**src/logic/fdh_pkg.sv**
```systemverilog
// constants, register map and carrier types of the host status registers
// Notes on behaviour
// RULE1 - legacy mode: gate bit 0 blocks acknowledge and terminal count, floats requests.
// RULE2 - alternate mode: gate bit reserved, DMA signals always enabled, reset too.
// RULE3 - two-drive setup: motor 0 from bit 4, motor 1 from bit 5.
// RULE4 - bit 6 drives motor 2 in four-drive setup or 0/2 exchange.
// RULE5 - four-drive setup: bits 4..7 enable motors, gated by drive select.
// RULE6 - drive select decodes to one select output; 10/11 need drives 2/3.
// RULE7 - configuration bit picks compatible or enhanced tape register; compatible floats 7..2 (here they read 0).
// RULE8 - tape select: 00 none, 01..11 drives 1..3, never drive 0.
// RULE9 - enhanced only: exchange 01 swaps drives 0/1, 10 swaps 0/2, 11 reserved.
// RULE10 - no exchange in four-drive setup; drive 3 never swapped with 2.
// RULE11 - id bits from id config: bits 1,0 for select 00, 3,2 for 01.
// RULE12 - enhanced: bits 7,6 mirror the two media sense inputs.
// RULE13 - reset: enhanced id bits read 1, low bits 0; select bits cleared.
// RULE14 - status reads zero after any reset or wake until initialised.
// RULE15 - ready status is request bit only, within 2.5 ms of reset.
// RULE16 - host reads status before each non-DMA data byte, no delay needed.
// RULE17 - drive busy set after seek/home command, cleared on its sense result.
// RULE18 - progress bit set on first command byte, cleared at command end.
// RULE19 - non-DMA execution bit shown during interrupt or polled transfers.
// RULE20 - direction bit: 0 host writes next byte, 1 host reads it.
// RULE21 - request bit cleared after each data byte, set when ready again.
// RULE22 - status register is read only; writes change nothing.
package fdh_pkg;
   localparam int        WB_AW          = 4;
   localparam logic [3:0] OFS_DOC       = 4'h0;
   localparam logic [3:0] OFS_TMDT      = 4'h4;
   localparam logic [3:0] OFS_MCS       = 4'h8;
   localparam logic [3:0] OFS_CFG       = 4'hC;
   localparam logic [7:0] DOC_RESET     = 8'h00;
   localparam logic [15:0] CFG_RESET    = 16'h0000;
   localparam logic [7:0] MCS_READY     = 8'h80;
   localparam int        DOC_DS_LO      = 0;
   localparam int        DOC_RUN        = 2;
   localparam int        DOC_DMA        = 3;
   localparam int        DOC_MOT_LO     = 4;
   localparam int        CFG_FOUR       = 0;
   localparam int        CFG_ENH        = 1;
   localparam int        CFG_ALT        = 2;
   localparam int        CFG_ID_LO      = 8;
   localparam int        TD_EXCH_LO     = 2;
   localparam int        TD_ID_LO       = 4;
   localparam int        TD_MED_LO      = 6;
   localparam int        MS_DIO         = 6;
   localparam int        MS_NDMA        = 5;
   localparam int        MS_CIP         = 4;
   localparam int        MS_RQM         = 7;
   localparam logic [1:0] XCH_NONE      = 2'h0;
   localparam logic [1:0] XCH_01        = 2'h1;
   localparam logic [1:0] XCH_02        = 2'h2;
   localparam logic [1:0] ID_RESET      = 2'h3;
   localparam int        CLK_PERIOD_NS  = 10;
   localparam int        READY_TIME_NS  = 2500000;
   // longest time: round down
   localparam int        READY_CYCLES   = READY_TIME_NS / CLK_PERIOD_NS;

   typedef struct packed {
      logic       cmd_first;
      logic       cmd_last;
      logic       no_result;
      logic       seek_done;
      logic [1:0] seek_drv;
      logic       sense_rd;
      logic [1:0] sense_drv;
      logic       result_last;
      logic       data_xfer;
      logic       ready;
      logic       exec_nondma;
      logic       dir_read;
   } fdh_evt_t;

   typedef struct packed {
      logic media_sense_high;
      logic media_sense_low;
      logic tc;
      logic dack_n;
   } fdh_pins_t;
endpackage : fdh_pkg

```
**src/logic/fdh_host_regs.sv**
```systemverilog
// output control, tape/media and main status registers on wishbone
//
// Added by the designer: the address map and the Wishbone slave port.
`timescale 1ns/1ps
module fdh_host_regs
#(
   parameter int INIT_CYCLES = fdh_pkg::READY_CYCLES
)
(
   input  wire logic               sys_clk,
   input  wire logic               rst,
   input  wire logic               wb_cyc_i,
   input  wire logic               wb_stb_i,
   input  wire logic               wb_we_i,
   input  wire logic [fdh_pkg::WB_AW-1:0] wb_adr_i,
   input  wire logic [3:0]         wb_sel_i,
   input  wire logic [31:0]        wb_dat_i,
   output logic      [31:0]        wb_dat_o,
   output logic                    wb_ack_o,
   input  wire fdh_pkg::fdh_evt_t  evt_i,
   input  wire logic               pwr_down,
   input  wire fdh_pkg::fdh_pins_t pins_i,
   input  wire logic               drq_req,
   input  wire logic               irq_req,
   output logic      [3:0]         drive_sel,
   output logic      [3:0]         motor_on,
   output logic      [3:0]         tape_drive,
   output logic                    ctrl_run,
   output logic                    dack_gated_n,
   output logic                    tc_gated,
   output logic                    drq_o,
   output logic                    drq_oe_n,
   output logic                    irq_o,
   output logic                    irq_oe_n
);
   import fdh_pkg::*;

   logic [7:0]  doc_r;
   logic [7:0]  tsel_r;
   logic        id_rst_r;
   logic [15:0] cfg_r;
   logic [3:0]  busy_r;
   logic        cip_r;
   logic        rqm_r;
   logic        init_done_r;
   logic [31:0] init_cnt_r;
   logic [31:0] rdat_nxt;
   logic        wr_go;
   logic        rd_go;
   logic        hold;
   logic        four;
   logic        enh;
   logic [1:0]  xch;
   logic [1:0]  ds;
   logic [3:0]  ld_sel;
   logic [3:0]  ld_mot;
   logic        dma_en;
   logic [3:0]  s1_r;
   logic [3:0]  s2_r;
   logic [3:0]  s3_r;
   logic [3:0]  pin_f_r;
   logic [7:0]  tmdt_rd;
   logic [7:0]  mcs_rd;

   // swap physical pin assignment for a logical exchange
   function automatic logic [3:0] fdh_swap(input logic [3:0] v,
                                           input logic [1:0] x);
      logic [3:0] r;
      r = v;
      if (x == XCH_01)
      begin
         r[0] = v[1];
         r[1] = v[0];
      end
      else if (x == XCH_02)
      begin
         r[0] = v[2];
         r[2] = v[0];
      end
      return r;
   endfunction : fdh_swap

   // one-hot decode of a two-bit drive number
   function automatic logic [3:0] fdh_dec(input logic [1:0] n);
      return 4'h1 << n;
   endfunction : fdh_dec

   // pin synchronisers, value accepted when stages two and three agree
   genvar gi;
   generate
      for (gi = 0; gi < 4; gi++)
      begin : g_sync
         always_ff @(posedge sys_clk or posedge rst)
         begin
            if (rst)
            begin
               s1_r[gi]    <= 1'b0;
               s2_r[gi]    <= 1'b0;
               s3_r[gi]    <= 1'b0;
               pin_f_r[gi] <= 1'b0;
            end
            else
            begin
               s1_r[gi] <= pins_i[gi];
               s2_r[gi] <= s1_r[gi];
               s3_r[gi] <= s2_r[gi];
               if (s2_r[gi] == s3_r[gi])
                  pin_f_r[gi] <= s3_r[gi];
            end
         end
      end
   endgenerate

   assign four   = cfg_r[CFG_FOUR];
   assign enh    = cfg_r[CFG_ENH];                               // RULE7
   assign ds     = doc_r[DOC_DS_LO +: 2];
   // exchange only in enhanced mode, never with four drives, 11 ignored
   assign xch    = (enh && !four && tsel_r[TD_EXCH_LO +: 2] != 2'h3)
                   ? tsel_r[TD_EXCH_LO +: 2] : XCH_NONE;         // RULE9 RULE10
   assign dma_en = cfg_r[CFG_ALT] ? 1'b1 : doc_r[DOC_DMA];       // RULE1 RULE2
   assign hold   = !init_done_r || !doc_r[DOC_RUN] || pwr_down;

   // logical drive select, drives 2/3 only when available
   always_comb
   begin
      ld_sel = fdh_dec(ds);                                      // RULE6
      if (ds == 2'h2 && !(four || xch == XCH_02))
         ld_sel = 4'h0;
      if (ds == 2'h3 && !four)
         ld_sel = 4'h0;
   end

   // logical motor enables
   always_comb
   begin
      if (four)
         ld_mot = doc_r[DOC_MOT_LO +: 4] & fdh_dec(ds);          // RULE5 RULE4
      else
         ld_mot = {1'b0, doc_r[DOC_MOT_LO + 2] && xch == XCH_02, // RULE4
                   doc_r[DOC_MOT_LO +: 2]};                      // RULE3
   end

   always_ff @(posedge sys_clk or posedge rst)
   begin
      if (rst)
      begin
         drive_sel  <= 4'h0;
         motor_on   <= 4'h0;
         tape_drive <= 4'h0;
         ctrl_run   <= 1'b0;
      end
      else
      begin
         drive_sel  <= fdh_swap(ld_sel, xch);                    // RULE6
         motor_on   <= fdh_swap(ld_mot, xch);                    // RULE3 RULE5
         tape_drive <= fdh_dec(tsel_r[1:0]) & 4'hE;              // RULE8
         ctrl_run   <= doc_r[DOC_RUN];
      end
   end

   // dma side signals, gating is untouched by the soft reset bit
   always_ff @(posedge sys_clk or posedge rst)
   begin
      if (rst)
      begin
         dack_gated_n <= 1'b1;
         tc_gated     <= 1'b0;
         drq_o        <= 1'b0;
         drq_oe_n     <= 1'b1;
         irq_o        <= 1'b0;
         irq_oe_n     <= 1'b1;
      end
      else
      begin
         dack_gated_n <= dma_en ? pin_f_r[0] : 1'b1;             // RULE1
         tc_gated     <= dma_en & pin_f_r[1];                    // RULE1
         drq_o        <= drq_req;
         drq_oe_n     <= !dma_en;                                // RULE1 RULE2
         irq_o        <= irq_req;
         irq_oe_n     <= !dma_en;                                // RULE1 RULE2
      end
   end

   // wishbone classic: one wait state, ack for one cycle
   assign wr_go = wb_cyc_i && wb_stb_i && !wb_ack_o && wb_we_i;
   assign rd_go = wb_cyc_i && wb_stb_i && !wb_ack_o;

   always_ff @(posedge sys_clk or posedge rst)
   begin
      if (rst)
      begin
         doc_r <= DOC_RESET;
         cfg_r <= CFG_RESET;
      end
      else if (wr_go)
      begin
         if (wb_adr_i == OFS_DOC && wb_sel_i[0])
            doc_r <= wb_dat_i[7:0];
         if (wb_adr_i == OFS_CFG && wb_sel_i[0])
            cfg_r[7:0] <= wb_dat_i[7:0];
         if (wb_adr_i == OFS_CFG && wb_sel_i[1])
            cfg_r[15:8] <= wb_dat_i[15:8];
      end
   end

   // tape register: select always writable, exchange in enhanced mode
   always_ff @(posedge sys_clk or posedge rst)
   begin
      if (rst)
      begin
         tsel_r   <= 8'h00;                                      // RULE13
         id_rst_r <= 1'b1;                                       // RULE13
      end
      else if (wr_go && wb_sel_i[0] &&
               (wb_adr_i == OFS_TMDT || wb_adr_i == OFS_DOC))
      begin
         id_rst_r <= 1'b0;
         if (wb_adr_i == OFS_TMDT)
         begin
            tsel_r[1:0] <= wb_dat_i[1:0];                        // RULE8
            if (enh)
               tsel_r[TD_EXCH_LO +: 2] <= wb_dat_i[TD_EXCH_LO +: 2];
         end
      end
   end

   // read view of the tape register
   always_comb
   begin
      tmdt_rd = 8'h00;
      tmdt_rd[1:0] = tsel_r[1:0];
      if (enh)
      begin
         tmdt_rd[TD_EXCH_LO +: 2] = tsel_r[TD_EXCH_LO +: 2];
         if (id_rst_r)
            tmdt_rd[TD_ID_LO +: 2] = ID_RESET;                   // RULE13
         else if (ds == 2'h0)
            tmdt_rd[TD_ID_LO +: 2] = cfg_r[CFG_ID_LO +: 2];      // RULE11
         else if (ds == 2'h1)
            tmdt_rd[TD_ID_LO +: 2] = cfg_r[CFG_ID_LO + 2 +: 2];  // RULE11
         tmdt_rd[TD_MED_LO +: 2] = pin_f_r[3:2];                 // RULE12
      end
   end

   // initialisation wait after any reset or wake
   always_ff @(posedge sys_clk or posedge rst)
   begin
      if (rst)
      begin
         init_cnt_r  <= 32'h0;
         init_done_r <= 1'b0;
      end
      else if (!doc_r[DOC_RUN] || pwr_down)
      begin
         init_cnt_r  <= 32'h0;
         init_done_r <= 1'b0;                                    // RULE14
      end
      else if (!init_done_r)
      begin
         init_cnt_r  <= init_cnt_r + 32'h1;
         init_done_r <= (init_cnt_r >= 32'(INIT_CYCLES - 3));    // RULE15
      end
   end

   // drive busy flags, a set wins over a sense clear in the same cycle
   generate
      for (gi = 0; gi < 4; gi++)
      begin : g_busy
         always_ff @(posedge sys_clk or posedge rst)
         begin
            if (rst)
               busy_r[gi] <= 1'b0;
            else if (hold)
               busy_r[gi] <= 1'b0;                               // RULE14
            else if (evt_i.seek_done && evt_i.seek_drv == 2'(gi))
               busy_r[gi] <= 1'b1;                               // RULE17
            else if (evt_i.sense_rd && evt_i.sense_drv == 2'(gi))
               busy_r[gi] <= 1'b0;                               // RULE17
         end
      end
   endgenerate

   always_ff @(posedge sys_clk or posedge rst)
   begin
      if (rst)
         cip_r <= 1'b0;
      else if (hold)
         cip_r <= 1'b0;
      else if (evt_i.cmd_first)
         cip_r <= 1'b1;                                          // RULE18
      else if (evt_i.result_last || (evt_i.cmd_last && evt_i.no_result))
         cip_r <= 1'b0;                                          // RULE18
   end

   always_ff @(posedge sys_clk or posedge rst)
   begin
      if (rst)
         rqm_r <= 1'b0;
      else if (hold || evt_i.data_xfer)
         rqm_r <= 1'b0;                                          // RULE21
      else
         rqm_r <= evt_i.ready;                                   // RULE21 RULE15
   end

   // status view, zero while held; no write path exists
   always_comb
   begin
      mcs_rd          = {4'h0, busy_r};                          // RULE22
      mcs_rd[MS_CIP]  = cip_r;
      mcs_rd[MS_NDMA] = evt_i.exec_nondma;                       // RULE19
      mcs_rd[MS_DIO]  = evt_i.dir_read;                          // RULE20
      mcs_rd[MS_RQM]  = rqm_r;
      if (hold)
         mcs_rd = 8'h00;                                         // RULE14
   end

   always_comb
   begin
      unique case (wb_adr_i)
         OFS_DOC:  rdat_nxt = {24'h0, doc_r};
         OFS_TMDT: rdat_nxt = {24'h0, tmdt_rd};                  // RULE7
         OFS_MCS:  rdat_nxt = {24'h0, mcs_rd};
         OFS_CFG:  rdat_nxt = {16'h0, cfg_r};
         default:  rdat_nxt = 32'h0;
      endcase
   end

   always_ff @(posedge sys_clk or posedge rst)
   begin
      if (rst)
      begin
         wb_ack_o <= 1'b0;
         wb_dat_o <= 32'h0;
      end
      else
      begin
         wb_ack_o <= rd_go;
         wb_dat_o <= (rd_go && !wb_we_i) ? rdat_nxt : 32'h0;
      end
   end

   a_busy_set: assert property ( // RULE17
      @(posedge sys_clk) disable iff (rst)
      (!hold && evt_i.seek_done) |=> busy_r[$past(evt_i.seek_drv)])
      else $error("busy bit not set after seek");

   a_cip_clear: assert property ( // RULE18
      @(posedge sys_clk) disable iff (rst)
      (!hold && !evt_i.cmd_first && evt_i.result_last) |=> !cip_r)
      else $error("progress bit not cleared");

   a_rqm_drop: assert property ( // RULE21
      @(posedge sys_clk) disable iff (rst)
      evt_i.data_xfer |=> !rqm_r)
      else $error("request bit stayed after transfer");

   a_hold_zero: assert property ( // RULE14
      @(posedge sys_clk) disable iff (rst)
      (rd_go && !wb_we_i && wb_adr_i == OFS_MCS && hold)
      |=> wb_ack_o && wb_dat_o == 32'h0)
      else $error("status not zero while held");

   a_gate_legacy: assert property ( // RULE1
      @(posedge sys_clk) disable iff (rst)
      (!cfg_r[CFG_ALT] && !doc_r[DOC_DMA]) |=> drq_oe_n && irq_oe_n
      && dack_gated_n && !tc_gated)
      else $error("dma signals not gated");

   a_gate_alt: assert property ( // RULE2
      @(posedge sys_clk) disable iff (rst)
      cfg_r[CFG_ALT] |=> !drq_oe_n && !irq_oe_n)
      else $error("dma signals gated in alternate mode");

   a_tape_none: assert property ( // RULE8
      @(posedge sys_clk) disable iff (rst)
      ##1 !tape_drive[0] && $countones(tape_drive) <= 1)
      else $error("tape drive 0 assigned");

   a_two_motor: assert property ( // RULE3
      @(posedge sys_clk) disable iff (rst)
      (!four && xch == XCH_NONE) |=> motor_on[1:0]
      == $past(doc_r[DOC_MOT_LO +: 2]))
      else $error("motor outputs do not follow enable bits");

   a_sel_onehot: assert property ( // RULE6
      @(posedge sys_clk) disable iff (rst)
      ##1 $countones(drive_sel) <= 1)
      else $error("more than one drive selected");

   a_ready_time: assert property ( // RULE15
      @(posedge sys_clk) disable iff (rst)
      (!hold && evt_i.ready && !evt_i.data_xfer) |=> rqm_r)
      else $error("ready status missing after init");
endmodule : fdh_host_regs

```
**config.mk**
```make
export PLATFORM = sky130hd
export DESIGN_NAME = fdh_host_regs
export DESIGN_NICKNAME = d
export VERILOG_FILES = /design/src/logic/fdh_pkg.sv /design/src/logic/fdh_host_regs.sv
export SDC_FILE = /design/constraint.sdc
export NUM_CORES = 1
export LEC_CHECK = 0
export ABC_AREA = 1
export BUFFER_PORTS_ARGS = -buffer_cell sky130_fd_sc_hd__buf_2
export CAP_MARGIN = 20
export CORE_MARGIN = 4
export CORE_UTILIZATION = 55
export DETAILED_ROUTE_END_ITERATION = 6
export GPL_TIMING_DRIVEN = 0
export PLACE_DENSITY_LB_ADDON = 0.3
export SLEW_MARGIN = 20
export SYNTH_ARGS = -nofsm -noshare
export SYNTH_HDL_FRONTEND = slang
export SYNTH_SLANG_ARGS = --single-unit
```
**constraint.sdc**
```tcl
create_clock -name sys_clk -period 10.2 [get_ports sys_clk]
set_input_delay 1.02 -clock sys_clk [delete_from_list [all_inputs] [get_ports sys_clk]]
set_output_delay 1.02 -clock sys_clk [all_outputs]
set_load 0.03 [all_outputs]
```
; ---- Word level (Yosys, flattened, before mapping)
; Index checks and enable logic that the tools add are counted.
[op_classes]
n_reduce_logical = 51
bitwise_logic = 2
mux = 43
n_lt_le_gt_ge = 1
n_shift = 2
add_sub_neg = 1
n_eq_ne = 20
[ops]
columns = op, count
row1 = $mux W32, 3
row2 = $pmux W16 S4, 1
row3 = $add A32 B1 Y32 const B, 1
row4 = $ge A32 B18 Y1 const B, 1
row5 = $mux W1, 30
row6 = $logic_and A1 B1 Y1, 23
row7 = $reduce_bool A3 Y1, 5
row8 = $eq A2 B2 Y1 const B, 7
row9 = $mux W4, 3
row10 = $eq A2 B1 Y1 const B, 4
row11 = $eq A4 B4 Y1 const B, 2
row12 = $mux W2, 4
row13 = $mux W8, 1
row14 = $reduce_and A2 Y1, 4
row15 = $shl A1 B2 Y4 const A, 2
row16 = $logic_not A1 Y1, 7
row17 = $logic_or A1 B1 Y1, 7
row18 = $logic_not A2 Y1, 3
row19 = $mux W6, 1
row20 = $and A4 B4 Y4, 1
row21 = $eq A1 B1 Y1, 4
row22 = $eq A4 B3 Y1 const B, 1
row23 = $logic_not A4 Y1, 1
row24 = $reduce_and A3 Y1, 1
row25 = other kinds (3), 3
[totals]
in_bits = 66
wordCells = 161
reg_bits = 134

; ---- Logic depth before layout (Yosys ltp)
; Gate-level depths: netlist of the first run.
[depth]
depth_word = 12
mapped_depth = 12

; ---- Worst setup path after synthesis of the first run
; Ideal clock, no wire load.
[synth_timing]
path_type = input -> register
startpoint = input wb_adr_i[1] in the netlist's numbering
endpoint = register cfg_r[10]
path_stages = 7
arrival_ns = 1.936
setup_ns = 0.124
path_slack_ns = 8.141
n_path_buf = 1
cell_sequence = nor2_4 -> nand3_2 -> inv_2 -> nand3_1 -> buf_2 -> nor2_1 -> a21oi_1
[synth_between]
elab_chain_len = 3
[synth_rtl]
columns = item, line
row1 = from (decl), fdh_host_regs.sv:15  ; input wire logic [fdh_pkg::WB_AW-1:0] wb_adr_i,
row2 = $eq A4 B4 Y1, fdh_host_regs.sv:201  ; if (wb_adr_i == OFS_CFG && wb_sel_i[1])
row3 = $logic_and A1 B1 Y1, fdh_host_regs.sv:201
row4 = $reduce_and A2 Y1 (no line), n/a
row5 = to (signal assigned), fdh_host_regs.sv:202  ; cfg_r[15:8] <= wb_dat_i[15:8];
row6 = to (decl), fdh_host_regs.sv:41  ; logic [15:0] cfg_r;
; No other way between the ends.
; A chain may end at the register's enable or synchronous reset.

; ---- Worst setup path after layout of the first run
[layout_timing]
startpoint = register irq_oe_n
endpoint = output irq_oe_n
[layout_rtl]
columns = item, line
row1 = from (decl), fdh_host_regs.sv:34  ; output logic irq_oe_n
row2 = from (signal assigned), fdh_host_regs.sv:180  ; irq_oe_n <= !dma_en;
; No word-level cell between the ends.

==> results of run 1 <==
layer usage:
layer | wire length (µm) | part of all wire [%]
met1 | 5390 | 42
met3 | 1020 | 7.8
met4 | 288 | 2.2
met5 | 0 | 0
met2 | 6250 | 48
sequential cells by signal, indices dropped and copies added, names as in the netlist, 8 cells and up:
| signal | count |
|---|---|
| wb_dat_o | 16 |
| cfg_r | 16 |
| doc_r | 8 |
| init_cnt_r | 32 |
stage by stage:
step | utilization, % | total power (µW)
after floorplan | - | 556
after global placement | 64.2 | 581
after detailed placement | 64.6 | 585
after CTS | 70.7 | 1160
after global routing | 70.7 | 1200
final | 70.7 | 1150
worst max path at each step:
stage	start	cells past startpoint	to
6_report	irq_oe_n	2	irq_oe_n
5_1_grt	irq_oe_n	2	irq_oe_n
4_1_cts	irq_oe_n	2	irq_oe_n
3_5_place_dp	pwr_down	8	wb_dat_o[2]
3_3_place_gp	rst	2	wb_dat_o[13]
2_1_floorplan	rst	1	busy_r[0]
synthesized netlist by cell type:
cell type,n
maj3_1,4
o211a_1,1
o32ai_1,1
buf_4,18
nor3_1,20
nand2_1,113
nor2_1,97
nand3_2,2
ha_1,3
nand3_1,34
nor2_4,1
o22ai_1,7
dfstp_2,3
conb_1,1
a22o_1,2
mux2_2,2
inv_1,107
nor2_2,2
nor4_1,2
o31ai_1,1
dfrtp_1,115
inv_2,1
nor3_2,1
a31oi_1,3
or2_2,1
buf_2,4
buf_6,1
clkbuf_1,3
nand4_1,12
and2_1,1
a21oi_1,27
nand2_2,4
nor3_4,2
o22a_1,1
o21ai_0,50
power breakdown:
part	switching, µW	internal, µW	leakage (µW)
sequential	9.41	486	0.00156
combinational	56.2	26.7	0.00154
clock	220	356	0.000271
total	286	869	0.00337
critical path: cells and delay by family (launching register included):
kind                   cells  cell delay [ps]
DFF                        1              520
buffers and inverters      2              270
layout make-up:
cell class	count	area (µm²)	area share, %
plain buffers	26	178	2.67
well taps	129	161	2.42
inverters	108	410	6.16
flip-flops and latches	118	2960	44.4
multi-input cells	411	1930	29.1
repair buffers	83	438	6.58
clock inverters	13	148	2.22
clock buffers	19	432	6.48
logic make-up (layout without fill, tap and decap cells):
family / count (synthesis) / in the layout / share of synthesized area [%]
mux: 2 / 2 / 0.416
simple gates: 292 / 292 / 23.5
flops: 118 / 118 / 54.6
fa+ha+maj: 7 / 7 / 1.43
buf+inv: 134 / 249 / 10.8
other cells: 1 / 17 / 0.0693
compound gates: 93 / 93 / 9.24
==> flow_summary.json, run 1 <==
{
  "run_status": "finished clean",
  "slew_headroom_pct": 62.6,
  "hold_class": "reg -> reg",
  "grt_use_met2_pct": 38.9,
  "grt_max_degree": 81,
  "crit_type": "reg -> out",
  "h-tree-depth": 4,
  "final_common_cell": "dfrtp_1",
  "maxCapViolCount": 0,
  "worst_setup_path_start_kind": "register",
  "cts_root_buffer": "clkbuf_8",
  "clkTransAtPathRegs_ps": 60,
  "wl_per_cell_um": 14.3,
  "synth_area_leaders": "dfrtp_1 (53%), nand2_1 (7.8%), inv_1 (7.4%)",
  "routed_via_density": 5.24,
  "die_w_um": 107,
  "ctsResizeCount": 0,
  "dp_hpwl_um": 9180,
  "num-nets-final": 834,
  "antenna_found_initial": 0,
  "rr_endpoint": "wb_dat_o[6]",
  "timing.fmax_mhz": 431,
  "yosys_warnings": 0,
  "stdcell_area_um2": 6660,
  "worst_hold_slack_ps": 344,
  "tns_ps": 0,
  "grtUsageTotal_pct": 23.8,
  "numPlacedInstances": 875,
  "cts_setup_buffers": 0,
  "cts_tree": "done",
  "grt_remaining_overflow": 0,
  "critical_path_peak_fanout": 2,
  "std_cell_rows": 35,
  "whs_endpoint": "s2_r[2]",
  "ir_drop_v": 0.000100,
  "drcViolationCount": 0,
  "antenna-diode-count": 0,
  "synth_cell_type_count": 35,
  "avgSynthCellArea_um2": 8.37,
  "required_ps": 9180,
  "r2r_start": "doc_r[2]",
  "cts_buffer_depth": 2,
  "start_util_pct": 57.5,
  "yosysTopAreaCell": "dfrtp_1",
  "ys_ff_latch": 118,
  "worstSetupEndpointType": "output pin",
  "final_layout_size_suffix_gt1_share_pct": 20.2,
  "vias": 4753,
  "drt_iter0_drc": 301,
  "crit_chain": "buf_4 -> buf_2",
  "gp_congestion": 0.941,
  "die_y_um": 107,
  "io_pins": 118,
  "stdcell_count": 907,
  "wl_um": 12900,
  "grt_pass1_vias": 4678,
  "final-hold-violation-count": 0,
  "max_stage_delay_ps": 520,
  "num-fill-cells": 715,
  "portBuffers": 82,
  "clock_skew_ps": 8.36,
  "drv_slew": 0,
  "firstDrtPassIters": 5,
  "critPathSlowestCell": "dfstp_2",
  "netlist_instances": 647,
  "setup_viol": 0,
  "placed_area_um2": 6080,
  "rsz0062_at_grt": "false",
  "final_antenna_net_count": 0,
  "hold_depth": 0,
  "critPathArrivalTime_ps": 1300,
  "syn_to_final_growth_pct": 23.0,
  "die_area_um2": 11500,
  "grt.busiest_layer": "met2",
  "setup_slack_ps": 7880,
  "worstSkewPairLatency_ps": 520,
  "grtUsageMet1_pct": 29.9,
  "hp-start": "s1_r[2]",
  "gr-usage-met3_pct": 6.74,
  "pwr_density_cell_nw_per_um2": 173,
  "grt_pass1_wl_um": 21400,
  "cts_buffers": 17,
  "cts.sinks": 118,
  "yosysTopAreaCellShare_pct": 53.2,
  "core_area_um2": 9420,
  "period_share_pct": 22.7,
  "p_leak_uw": 0.00337,
  "worstMarginPinSlew_ps": 559,
  "r2r_setup_slack_ps": 8210,
  "post-place-ws_ps": 7640,
  "synth.cell_area_um2": 5410,
  "final_cell_mix": "dfrtp_1 (115), nand2_1 (113), inv_1 (106)",
  "yosysSeqAreaShare_pct": 54.6,
  "ctsHoldBuffers": 0,
  "r2r_cells": 6,
  "min_period_ps": 2320
}
(Power assumes the default switching activity.)
==> inputs of run 2 (changes only) <==
--- a/config.mk
+++ b/config.mk
@@ -9,7 +9,7 @@
 export BUFFER_PORTS_ARGS = -buffer_cell sky130_fd_sc_hd__buf_2
 export CAP_MARGIN = 20
 export CORE_MARGIN = 4
-export CORE_UTILIZATION = 55
+export CORE_UTILIZATION = 49
 export DETAILED_ROUTE_END_ITERATION = 6
 export GPL_TIMING_DRIVEN = 0
 export PLACE_DENSITY_LB_ADDON = 0.3
==> constraint.sdc (replaced) <==
create_clock -name sys_clk -period 2.09 [get_ports sys_clk]
set_input_delay 0.209 -clock sys_clk [delete_from_list [all_inputs] [get_ports sys_clk]]
set_output_delay 0.209 -clock sys_clk [all_outputs]
set_load 0.03 [all_outputs]
==> flow_summary.json, run 2 (synthesized netlist as in run 1, its figures left out) <==
{
  "grt_remaining_overflow": 0,
  "period_share_pct": 93.5,
  "cts_buffer_depth": 2,
  "clkTransAtPathRegs_ps": 60,
  "vias": 4742,
  "registers.top_by_ff_count": "init_cnt_r",
  "p_leak_uw": 0.00354,
  "setup_viol": 0,
  "min_period_ps": 1950,
  "antenna-diode-count": 0,
  "pwr_density_cell_nw_per_um2": 804,
  "io_pins": 118,
  "drcViolationCount": 0,
  "stdcell_count": 957,
  "final_layout_size_suffix_gt1_share_pct": 19.7,
  "seqPwrFrac_pct": 42.5,
  "std_cell_rows": 38,
  "final_antenna_net_count": 0,
  "timing.fmax_mhz": 512,
  "wl_per_cell_um": 14.1,
  "slew_headroom_pct": 55.8,
  "swShare_pct": 24.6,
  "numPlacedInstances": 888,
  "die_y_um": 113,
  "die_area_um2": 12800,
  "die_w_um": 113,
  "crit_type": "reg -> reg",
  "cts_root_buffer": "clkbuf_8",
  "gp_congestion": 0.911,
  "grtUsageTotal_pct": 22.4,
  "grt_max_degree": 35,
  "cts_buffers": 17,
  "worstSetupEndpointType": "register",
  "top_regs": "init_cnt_r: 32 flops, cfg_r: 16 flops, wb_dat_o: 16 flops",
  "maxCapViolCount": 0,
  "placed_area_um2": 6120,
  "clock_skew_ps": 7.51,
  "wl_um": 13500,
  "r2r_cells": 5,
  "antenna_found_initial": 0,
  "final_cell_mix": "dfrtp_1 (115), nand2_1 (113), inv_1 (106)",
  "worstSkewPairLatency_ps": 520,
  "drt_iter0_drc": 320,
  "netSwitchingPower_uw": 1400,
  "ir_drop_v": 0.000446,
  "num-nets-final": 873,
  "portBuffers": 82,
  "grt_pass1_wl_um": 22600,
  "syn_to_final_growth_pct": 30.6,
  "hold_class": "in -> reg",
  "critical_path_peak_fanout": 6,
  "intPower_uw": 4290,
  "grt_pass1_vias": 4745,
  "cts_tree": "done",
  "cts.sinks": 118,
  "setup_slack_ps": 135,
  "worstMarginPinSlew_ps": 662,
  "final_common_cell": "dfrtp_1",
  "ctsResizeCount": 0,
  "drv_slew": 0,
  "firstDrtPassIters": 7,
  "pwr-share-comb_pct": 8.0,
  "worst_setup_path_start_kind": "register",
  "routed_via_density": 4.96,
  "critPathArrivalTime_ps": 2410,
  "largest_register_ffs": 32,
  "core_area_um2": 10800,
  "clockPowerShare_pct": 49.4,
  "rsz0062_at_grt": "false",
  "hold_depth": 3,
  "dp_hpwl_um": 9320,
  "num-fill-cells": 889,
  "post-place-ws_ps": 255,
  "required_ps": 2550,
  "h-tree-depth": 4,
  "start_util_pct": 49.9,
  "final-hold-violation-count": 0,
  "tns_ps": 0,
  "run_status": "finished clean",
  "stdcell_area_um2": 7070
}
## run 2: changes by cell type in the layout (fill, tap and decap cells not counted), sizes merged
cell / before / now
dlygate4sd3: 0 / 35
inv: 111 / 110
clkinvlp: 4 / 5
buf: 106 / 110
## run 2: power groups by stage
stage          combinational, µW  clock (µW)  sequential [µW]
6_report                     456        2810             2420
5_1_grt                      505        2980             2430
4_1_cts                      456        2850             2420
3_5_place_dp                 405           0             2450
3_3_place_gp                 383           0             2450
2_1_floorplan                223           0             2490
## run 2: worst paths after layout
kind	start	to	slack, ps
worst min register to register	s1_r[3]	s2_r[3]	340
max in group asynchronous	rst	id_rst_r	1120
worst max register to register	doc_r[2]	busy_r[3]	140
min in group asynchronous	rst	tc_gated	330
worst min-delay path	wb_adr_i[3]	id_rst_r	20
worst max-delay path	doc_r[2]	busy_r[3]	140
## run 2: routing by layer
metal,GRT usage (%),routed length (µm),vias up
li1,-,-,2344
met1,27.6,5590,2213
met2,38.2,6910,167
met3,6.47,800,18
met4,6.97,174,0
met5,0,0,-
## run 2: final cells by class
type	instances	area [µm²]	share of cell area, %
Clock inverter	13	148	2.09
Tap cell	140	175	2.48
Sequential cell	118	2960	41.8
Multi-Input combinational cell	411	1930	27.4
Inverter	108	409	5.79
Timing Repair Buffer	122	836	11.8
Buffer	26	178	2.51
Clock buffer	19	432	6.11
## run 2: stage by stage
step	hold WS (ps)	utilization, %	total power [µW]
after floorplan	240	-	2710
after global routing	14.8	65.2	5910
after detailed placement	318	56.5	2860
after CTS	1.95	65.1	5720
final	15.4	65.2	5680
after global placement	317	55.9	2840
## run 2: critical path, stage by stage, from the launching register on
cell and delay [ps]:
dfrtp_1 430, nand2_1 210, nor2_2 340, inv_1 200
a21oi_1 160, dlygate4sd3_1 560
## run 2: repair_timing
item                                    4_1_cts  5_1_grt
buffers inserted                              0        2
endpoints found under the setup margin        0        1
endpoints found under the hold margin        58        0
hold buffers                                 35        0
